**src/hw/bdc_pkg.sv**
```systemverilog
// shared constants and types for the backplane data transfer slave
package bdc_pkg;

  localparam int          AM_W     = 6;
  localparam int          REGION_W = 8;
  localparam logic [3:0]  LANES_NONE = 4'h0;
  localparam logic [3:0]  LANES_B0   = 4'h1;
  localparam logic [3:0]  LANES_B1   = 4'h2;
  localparam logic [3:0]  LANES_B2   = 4'h4;
  localparam logic [3:0]  LANES_B3   = 4'h8;
  localparam logic [3:0]  LANES_LO   = 4'h3;
  localparam logic [3:0]  LANES_HI   = 4'hC;
  localparam logic [3:0]  LANES_QUAD = 4'hF;
  localparam logic [7:0]  STEP_BYTE  = 8'h01;
  localparam logic [7:0]  STEP_PAIR  = 8'h02;
  localparam logic [7:0]  STEP_QUAD  = 8'h04;
  localparam logic [1:0]  OE_NONE    = 2'h0;
  localparam logic [1:0]  OE_LOW     = 2'h1;
  localparam logic [1:0]  OE_ALL     = 2'h3;
  localparam logic [31:0] WORD_RESET = 32'h0000_0000;

  // width classes; an even-byte-only class deliberately does not exist
  typedef enum {CLS_BYTE_EO, CLS_BYTE_ODD, CLS_WORD16, CLS_WORD32} bdc_class_e;

  typedef enum {ST_IDLE, ST_WAIT_DS, ST_ACCESS, ST_ACK, ST_IGNORE} bdc_state_e;

  typedef struct packed {
    logic            as_n;
    logic [1:0]      ds_n;
    logic            lword_n;
    logic            iack_n;
    logic            write_n;
    logic [AM_W-1:0] am;
    logic [31:1]     addr;
    logic [31:0]     data;
  } bdc_bus_s;

  localparam bdc_bus_s BUS_IDLE = '{as_n: 1'h1, ds_n: 2'h3, lword_n: 1'h1, iack_n: 1'h1, write_n: 1'h1,
                                    am: 6'h00, addr: 31'h0000_0000, data: 32'h0000_0000};

  typedef struct packed {
    logic [31:0] addr;
    logic        we;
    logic [3:0]  lanes;
    logic [31:0] wdata;
  } bdc_req_s;

endpackage

```
**src/hw/bdc_pin_sync.sv**
```systemverilog
// three-stage pin synchroniser with agreement filter
`timescale 1ns/1ps
module bdc_pin_sync #(
  parameter int             W    = 1,
  parameter logic [W-1:0]   IDLE = '0
) (
  // clock and reset
  input  wire logic         ref_clk_i,
  input  wire logic         rst_n_i,
  // pins in, filtered out
  input  wire logic [W-1:0] pin_i,
  output logic      [W-1:0] pin_o
);

  logic [W-1:0] s1_q;
  logic [W-1:0] s2_q;
  logic [W-1:0] s3_q;
  logic [W-1:0] out_d;
  logic [W-1:0] out_q;

  genvar g;
  generate
    for (g = 0; g < W; g++) begin : g_bit
      // a bit changes only once the second and third stage agree
      always_comb begin
        out_d[g] = (s2_q[g] == s3_q[g]) ? s3_q[g] : out_q[g];
      end
    end
  endgenerate

  always_ff @(posedge ref_clk_i) begin
    if (!rst_n_i) begin
      s1_q  <= IDLE;
      s2_q  <= IDLE;
      s3_q  <= IDLE;
      out_q <= IDLE;
    end else begin
      s1_q  <= pin_i;
      s2_q  <= s1_q;
      s3_q  <= s2_q;
      out_q <= out_d;
    end
  end

  assign pin_o = out_q;

endmodule

```
**src/hw/bdc_slave.sv**
```systemverilog
// data transfer bus slave with width classes and block transfer counter
// Behaviour
// - low acknowledge line marks interrupt acknowledge cycle
// - no answer at all while acknowledge line low; code checks it only in idle and strobe wait, not once the access has started
// - slave has one of four width classes
// - odd-only slave takes bytes one, three only
// - even-odd class takes single bytes zero to three
// - 16-bit class takes byte pairs 0-1, 2-3
// - 32-bit class takes quad bytes 0-3
// - no even-byte-only slave class exists
// - wide classes also accept narrower cycles
// - block start latches address into counter
// - counter advances on every block data strobe
// - block stays inside one 256-byte region
// - decode all six address modifier lines
// - 16-bit slave drives at least low sixteen lines
`timescale 1ns/1ps
module bdc_slave
  import bdc_pkg::*;
#(
  parameter bdc_class_e      WIDTH_CLASS   = CLS_WORD16,
  parameter bit              ACCEPT_NARROW = 1'b1,
  parameter int              ADDR_W        = 24,
  parameter int              WIN_W         = 16,
  parameter logic [31:0]     BASE_ADDR     = 32'h0000_0000,
  parameter logic [AM_W-1:0] AM_SINGLE     = 6'h01,
  parameter logic [AM_W-1:0] AM_BLOCK      = 6'h03
) (
  // clock and reset
  input  wire logic              ref_clk_i,
  input  wire logic              rst_n_i,
  // backplane pins
  input  wire bdc_pkg::bdc_bus_s bus_i,
  output logic [31:0]            data_o,
  output logic [1:0]             data_oe_o,
  output logic                   dtack_n_o,
  output logic                   dtack_oe_o,
  // local access port
  output logic                   req_o,
  output bdc_pkg::bdc_req_s      req_info_o,
  input  wire logic              ack_i,
  input  wire logic [31:0]       rdata_i
);
  import bdc_pkg::*;

  bdc_bus_s   bus_s;
  bdc_state_e state_q, state_d;
  logic [31:0] cnt_q, cnt_d;
  logic [7:0]  nxt_q, nxt_d;
  logic        blk_q, blk_d;
  logic [1:0]  ds_prev_q, ds_prev_d;
  bdc_req_s    req_q, req_d;
  logic        req_pulse_q, req_pulse_d;
  logic [31:0] data_q, data_d;
  logic [1:0]  data_oe_q, data_oe_d;
  logic        dtack_oe_q, dtack_oe_d;
  logic        dtack_n_q;

  logic        as_act, ds_odd, ds_even, ds_any, ds_idle, ds_stable;
  logic        am_ok, hit, a01, single, dbl, quad, legal;
  logic [3:0]  lanes;
  logic [7:0]  step;
  logic [31:0] cur_byte;
  logic [31:0] wmap;

  bdc_pin_sync #(
    .W    ($bits(bdc_bus_s)),
    .IDLE (BUS_IDLE)
  ) u_sync (
    .ref_clk_i (ref_clk_i),
    .rst_n_i   (rst_n_i),
    .pin_i     (bus_i),
    .pin_o     (bus_s)
  );

  // cycle decode
  always_comb begin
    as_act    = !bus_s.as_n;
    ds_odd    = !bus_s.ds_n[0];
    ds_even   = !bus_s.ds_n[1];
    ds_any    = ds_odd || ds_even;
    ds_idle   = !ds_any;
    // strobes may skew; act only on a pattern held two cycles
    ds_stable = (bus_s.ds_n == ds_prev_q);
    am_ok     = (bus_s.am == AM_SINGLE) || (bus_s.am == AM_BLOCK);
    hit       = (bus_s.addr[ADDR_W-1:WIN_W] == BASE_ADDR[ADDR_W-1:WIN_W]);
    a01       = cnt_q[1];
    single    = (ds_odd ^ ds_even) && bus_s.lword_n;
    dbl       = ds_odd && ds_even && bus_s.lword_n;
    quad      = ds_odd && ds_even && !bus_s.lword_n && !a01;
    lanes     = LANES_NONE;
    step      = STEP_BYTE;
    if (single) begin
      lanes = ds_odd ? (a01 ? LANES_B3 : LANES_B1) : (a01 ? LANES_B2 : LANES_B0);
    end else if (dbl) begin
      lanes = a01 ? LANES_HI : LANES_LO;
      step  = STEP_PAIR;
    end else if (quad) begin
      lanes = LANES_QUAD;
      step  = STEP_QUAD;
    end
    case (WIDTH_CLASS)
      CLS_BYTE_ODD: legal = single && ds_odd;
      CLS_BYTE_EO:  legal = single;
      CLS_WORD16:   legal = dbl || (ACCEPT_NARROW && single);
      default:      legal = quad || (ACCEPT_NARROW && (dbl || single));
    endcase
    cur_byte  = {cnt_q[31:1], single && ds_odd};
    // quad uses all lines; narrower cycles travel on the low sixteen
    if (quad) begin
      wmap = bus_s.data;
    end else if (a01) begin
      wmap = {16'h0000, bus_s.data[15:0]};
    end else begin
      wmap = {bus_s.data[15:0], 16'h0000};
    end
  end

  // cycle sequencer
  always_comb begin
    state_d     = state_q;
    cnt_d       = cnt_q;
    nxt_d       = nxt_q;
    blk_d       = blk_q;
    ds_prev_d   = bus_s.ds_n;
    req_d       = req_q;
    req_pulse_d = 1'b0;
    data_d      = data_q;
    data_oe_d   = data_oe_q;
    dtack_oe_d  = dtack_oe_q;
    case (state_q)
      ST_IDLE: begin
        if (as_act) begin
          if (!bus_s.iack_n || !am_ok || !hit) begin
            state_d = ST_IGNORE;
          end else begin
            cnt_d   = {bus_s.addr, 1'b0};
            blk_d   = (bus_s.am == AM_BLOCK);
            state_d = ST_WAIT_DS;
          end
        end
      end
      ST_WAIT_DS: begin
        if (!as_act) begin
          blk_d   = 1'b0;
          state_d = ST_IDLE;
        end else if (!bus_s.iack_n) begin
          state_d = ST_IGNORE;
        end else if (ds_any && ds_stable) begin
          if (legal) begin
            req_d.addr  = cur_byte;
            req_d.we    = !bus_s.write_n;
            req_d.lanes = lanes;
            req_d.wdata = wmap;
            req_pulse_d = 1'b1;
            // upper bits hold; the low byte wraps inside the region
            nxt_d       = cur_byte[REGION_W-1:0] + step;
            state_d     = ST_ACCESS;
          end else begin
            state_d = ST_IGNORE;
          end
        end
      end
      ST_ACCESS: begin
        if (ack_i) begin
          if (!req_q.we) begin
            if (req_q.lanes == LANES_QUAD) begin
              data_d    = rdata_i;
              data_oe_d = OE_ALL;
            end else begin
              data_d    = {16'h0000, req_q.lanes[3] || req_q.lanes[2] ? rdata_i[15:0] : rdata_i[31:16]};
              data_oe_d = OE_LOW;
            end
          end
          dtack_oe_d = 1'b1;
          state_d    = ST_ACK;
        end
      end
      ST_ACK: begin
        if (ds_idle) begin
          dtack_oe_d = 1'b0;
          data_oe_d  = OE_NONE;
          if (blk_q) begin
            cnt_d   = {cnt_q[31:REGION_W], nxt_q};
            state_d = ST_WAIT_DS;
          end else begin
            state_d = ST_IGNORE;
          end
        end
      end
      default: begin
        if (!as_act) begin
          blk_d   = 1'b0;
          state_d = ST_IDLE;
        end
      end
    endcase
  end

  always_ff @(posedge ref_clk_i) begin
    if (!rst_n_i) begin
      state_q     <= ST_IDLE;
      cnt_q       <= WORD_RESET;
      nxt_q       <= 8'h00;
      blk_q       <= 1'b0;
      ds_prev_q   <= 2'h3;
      req_q       <= '0;
      req_pulse_q <= 1'b0;
      data_q      <= WORD_RESET;
      data_oe_q   <= OE_NONE;
      dtack_oe_q  <= 1'b0;
      dtack_n_q   <= 1'b0;
    end else begin
      state_q     <= state_d;
      cnt_q       <= cnt_d;
      nxt_q       <= nxt_d;
      blk_q       <= blk_d;
      ds_prev_q   <= ds_prev_d;
      req_q       <= req_d;
      req_pulse_q <= req_pulse_d;
      data_q      <= data_d;
      data_oe_q   <= data_oe_d;
      dtack_oe_q  <= dtack_oe_d;
      dtack_n_q   <= 1'b0;
    end
  end

  assign data_o     = data_q;
  assign data_oe_o  = data_oe_q;
  assign dtack_n_o  = dtack_n_q;
  assign dtack_oe_o = dtack_oe_q;
  assign req_o      = req_pulse_q;
  assign req_info_o = req_q;
endmodule
```
**config.mk**
```make
export PLATFORM = sky130hd
export DESIGN_NAME = bdc_slave
export DESIGN_NICKNAME = d
export VERILOG_FILES = /design/src/hw/bdc_pkg.sv /design/src/hw/bdc_pin_sync.sv /design/src/hw/bdc_slave.sv
export SDC_FILE = /design/constraint.sdc
export NUM_CORES = 1
export LEC_CHECK = 0
export BUFFER_PORTS_ARGS = -buffer_cell sky130_fd_sc_hd__clkbuf_2
export CORE_UTILIZATION = 45
export DETAILED_ROUTE_END_ITERATION = 6
export PLACE_DENSITY = 0.66
export SLEW_MARGIN = 25
export SYNTH_ARGS = -nofsm -noshare
export SYNTH_HDL_FRONTEND = slang
export SYNTH_SLANG_ARGS = --single-unit
```
**constraint.sdc**
```tcl
create_clock -name ref_clk_i -period 4.9 [get_ports ref_clk_i]
set_input_delay 0.245 -clock ref_clk_i [delete_from_list [all_inputs] [get_ports ref_clk_i]]
set_output_delay 0.245 -clock ref_clk_i [all_outputs]
set_load 0.005 [all_outputs]
```
==> results.toml <==
[synthesis]
synth_compound_gate_area_share_pct = 12.4
yosysTopAreaCell = "dfxtp_1"
synth_top_family_by_area = "simple AND/OR/NAND/NOR gates"
syn_nets = 1614
ys.flop_type = "dfxtp_1"
yosysMostFrequentCell = "dfxtp_1"
synthMuxAreaShare_pct = 1.13
synth_edf_count = 0
syn_inst = 1499
synth.distinct_cells = 55
ys_warn_count = 0
synthAdderAreaFrac_pct = 0.466
yosys_register_bits = 449
synth-seq-area-share_pct = 59.8
yosys.area_share.xor_xnor_pct = 0.466
synth_simple_gate_area_share_pct = 22.6
synth_top_cells_by_count = "dfxtp_1 (449), and2_1 (212), nand2_1 (145)"
avgSynthCellArea_um2 = 10.0
yosysTopAreaCellShare_pct = 59.8
synth.cell_area_um2 = 15000
async_reset_ff_share_pct = 0
synth_area_leaders = "dfxtp_1 (60%), and2_1 (8.8%), nand3_1 (4.6%)"

[die]
ios = 216
rows = 66
initial_core_util_pct = 46.0
fp.dieW_um = 185
coreArea_um2 = 32700
fp.dieH_um = 185
die-area_um2 = 34200

[timing]
period_needed_ns = 3.25
setup_viol = 0
rsz0062_at_grt = "false"
max_freq_ghz = 0.307
fin_tns_setup_ns = 0
min_period_over_period_pct = 66.4
finalHoldViolations = 0
layout_setup_ws_ns = 1.65
maxSlewViolCount = 0
final.setup_skew_ns = 0.0141
worstMarginPinSlew_ns = 0.871
slew_headroom_pct = 42.0

[flow_run]
max_cap_violations = 0

[global_route]
overflow = 0
grt_max_degree = 207
grt_pass1_vias = 10200
antenna_found_initial = 0
grt_pass1_wl_mm = 49.4
grt_usage_pct = 17.6

[drt]
drtAntennaViolNets = 0
drt_iter0_drc = 476
drtPass1Iterations = 5
via_count = 10800
wire_per_inst_um = 13.8
wl_mm = 30.8
drc = 0
vias_per_cell = 4.85

[hold_path]
hold_class = "in -> reg"

[power]
p_total_w = 0.00735
seqPwrFrac_pct = 51.1
power.switching_w = 0.00146
p_per_area_nw_per_um2 = 393
max-vdd-ir-drop_uv = 255
power.leakage_nw = 8.01
p_int_w = 0.00589
p_clk_share_pct = 45.7
power_frac_comb_pct = 3.1
switching_share_pct = 19.8

[final_layout]
nNetsFinal = 1873
final_core_util_pct = 57.2
drive_gt1_share_pct = 17.0
antenna_cells = 0
fill_cells = 2901
syn_to_final_growth_pct = 24.4

[clock_network]
cts_tree = "yes"
root_buffer = "clkbuf_16"
clk_pin_slew_worst_paths_ns = 0.06
htreeDepth = 2
cts_sinks = 449
clkLatencyLatePin_ns = 0.53
clockBufferDepth = 3
cts_made_buffers = 46
ctsResizeCount = 0

[run_status]
status = "complete, no violations"

[place]
portBuffers = 214
dp_hpwl_mm = 19.5
dp_slack_ns = 1.65
gp_congestion = 0.849

[worst_setup_path]
crit_path_end_kind = "register"
critPathKind = "reg -> reg"
critPathLaunchType = "register"
worstPathMaxFanout = 38
cp.required_ns = 5.32
arrival_ns = 3.68
## cells by family after synthesis
group	after synthesis
muxes	17
xor gates and xnor gates	8
buffers and inverters	108
other	1
and+or+nand+nor	631
DFF	449
adders and majority gates	5
AOI/OAI and AO/OA	280
## metal layers
metal  routed length (µm)  vias up  global-route usage, %  share of wire (%)
met5                    0        -                      0                  0
met4                  605        0                   5.16                2.0
met3                 1790       51                   3.99                5.8
met2                14100      252                   29.2                 46
met1                14300     4969                   22.9                 47
li1                     -     5571                      -                  -
## path summary, 6_finish.rpt
path                                   endpoint              from  cells past startpoint  slack (ns)
worst max register to register         nxt_q[1]  u_sync.pin_o[72]                      8        1.65
worst max-delay path                   nxt_q[1]  u_sync.pin_o[72]                      8        1.65
worst min-delay path                 data_o[30]       rdata_i[30]                      3        0.02
worst min register to register  u_sync.s2_q[74]   u_sync.s1_q[74]                      1        0.41
## cells in the final DEF, fill, tap and decap left out, types with 22 or more instances in the layout
master	Yosys	layout
nor2_1	33	32
nor2b_1	39	39
nand2b_1	22	22
and2_1	212	211
nand2_1	145	145
o21ai_0	115	115
dfxtp_1	449	449
clkbuf_16	0	47
dlygate4sd3_1	0	86
a21boi_0	71	71
nand3_1	138	138
o211a_1	26	26
clkbuf_2	1	213
## flip-flops by register name, summed over array words and instances (netlist names)
name / count
state_q: 3
req_o: 1
dtack_oe_o: 1
nxt_q: 7
data_o: 32
ds_prev_q: 2
u_sync.pin_o: 75
u_sync.s3_q: 75
blk_q: 1
cnt_q: 31
data_oe_o: 2
u_sync.s1_q: 75
req_info_o: 69
u_sync.s2_q: 75
## per-stage QoR
step	std cells	instance area [µm²]	hold slack, ns
final	2235	18700	0.0155
after global routing	2235	18700	0.0254
after CTS	2234	18700	0.000938
after detailed placement	2065	16300	0.392
after global placement	2065	16300	0.396
after floorplan	1499	15000	0.346
## cell type report
class	count	area, µm²	area share [%]
clock inverter	7	66.3	0.354
timing repair buffer	312	2050	11.0
inverter	7	26.3	0.140
multi-input combinational	942	5600	29.9
sequential	449	8990	48.0
tap	442	553	2.96
clock buffer	76	1430	7.62
## worst max-delay path, stage by stage (launching register included)
cell      delay [ns]
dfxtp_1         0.47
inv_1           0.13
ha_1            0.39
o211ai_1        0.15
nor4_1          0.54
o31a_2          0.84
buf_4           0.42
nand2_1         0.09
o211a_1         0.12
## repair_timing
item / 4_1_cts / 5_1_grt
setup buffers: 0 / 0
hold buffers: 86 / 0
hold endpoints to repair: 86 / 0
## power by group through the flow
stage	logic [W]	registers, W	clock network, W
2_1_floorplan	0.000111	0.00383	0
3_3_place_gp	0.000175	0.00383	0
3_5_place_dp	0.000176	0.00384	0
4_1_cts	0.000230	0.00376	0.00345
5_1_grt	0.000258	0.00376	0.00362
6_report	0.000231	0.00376	0.00336
No activity file was read; power rests on OpenSTA's default activity.
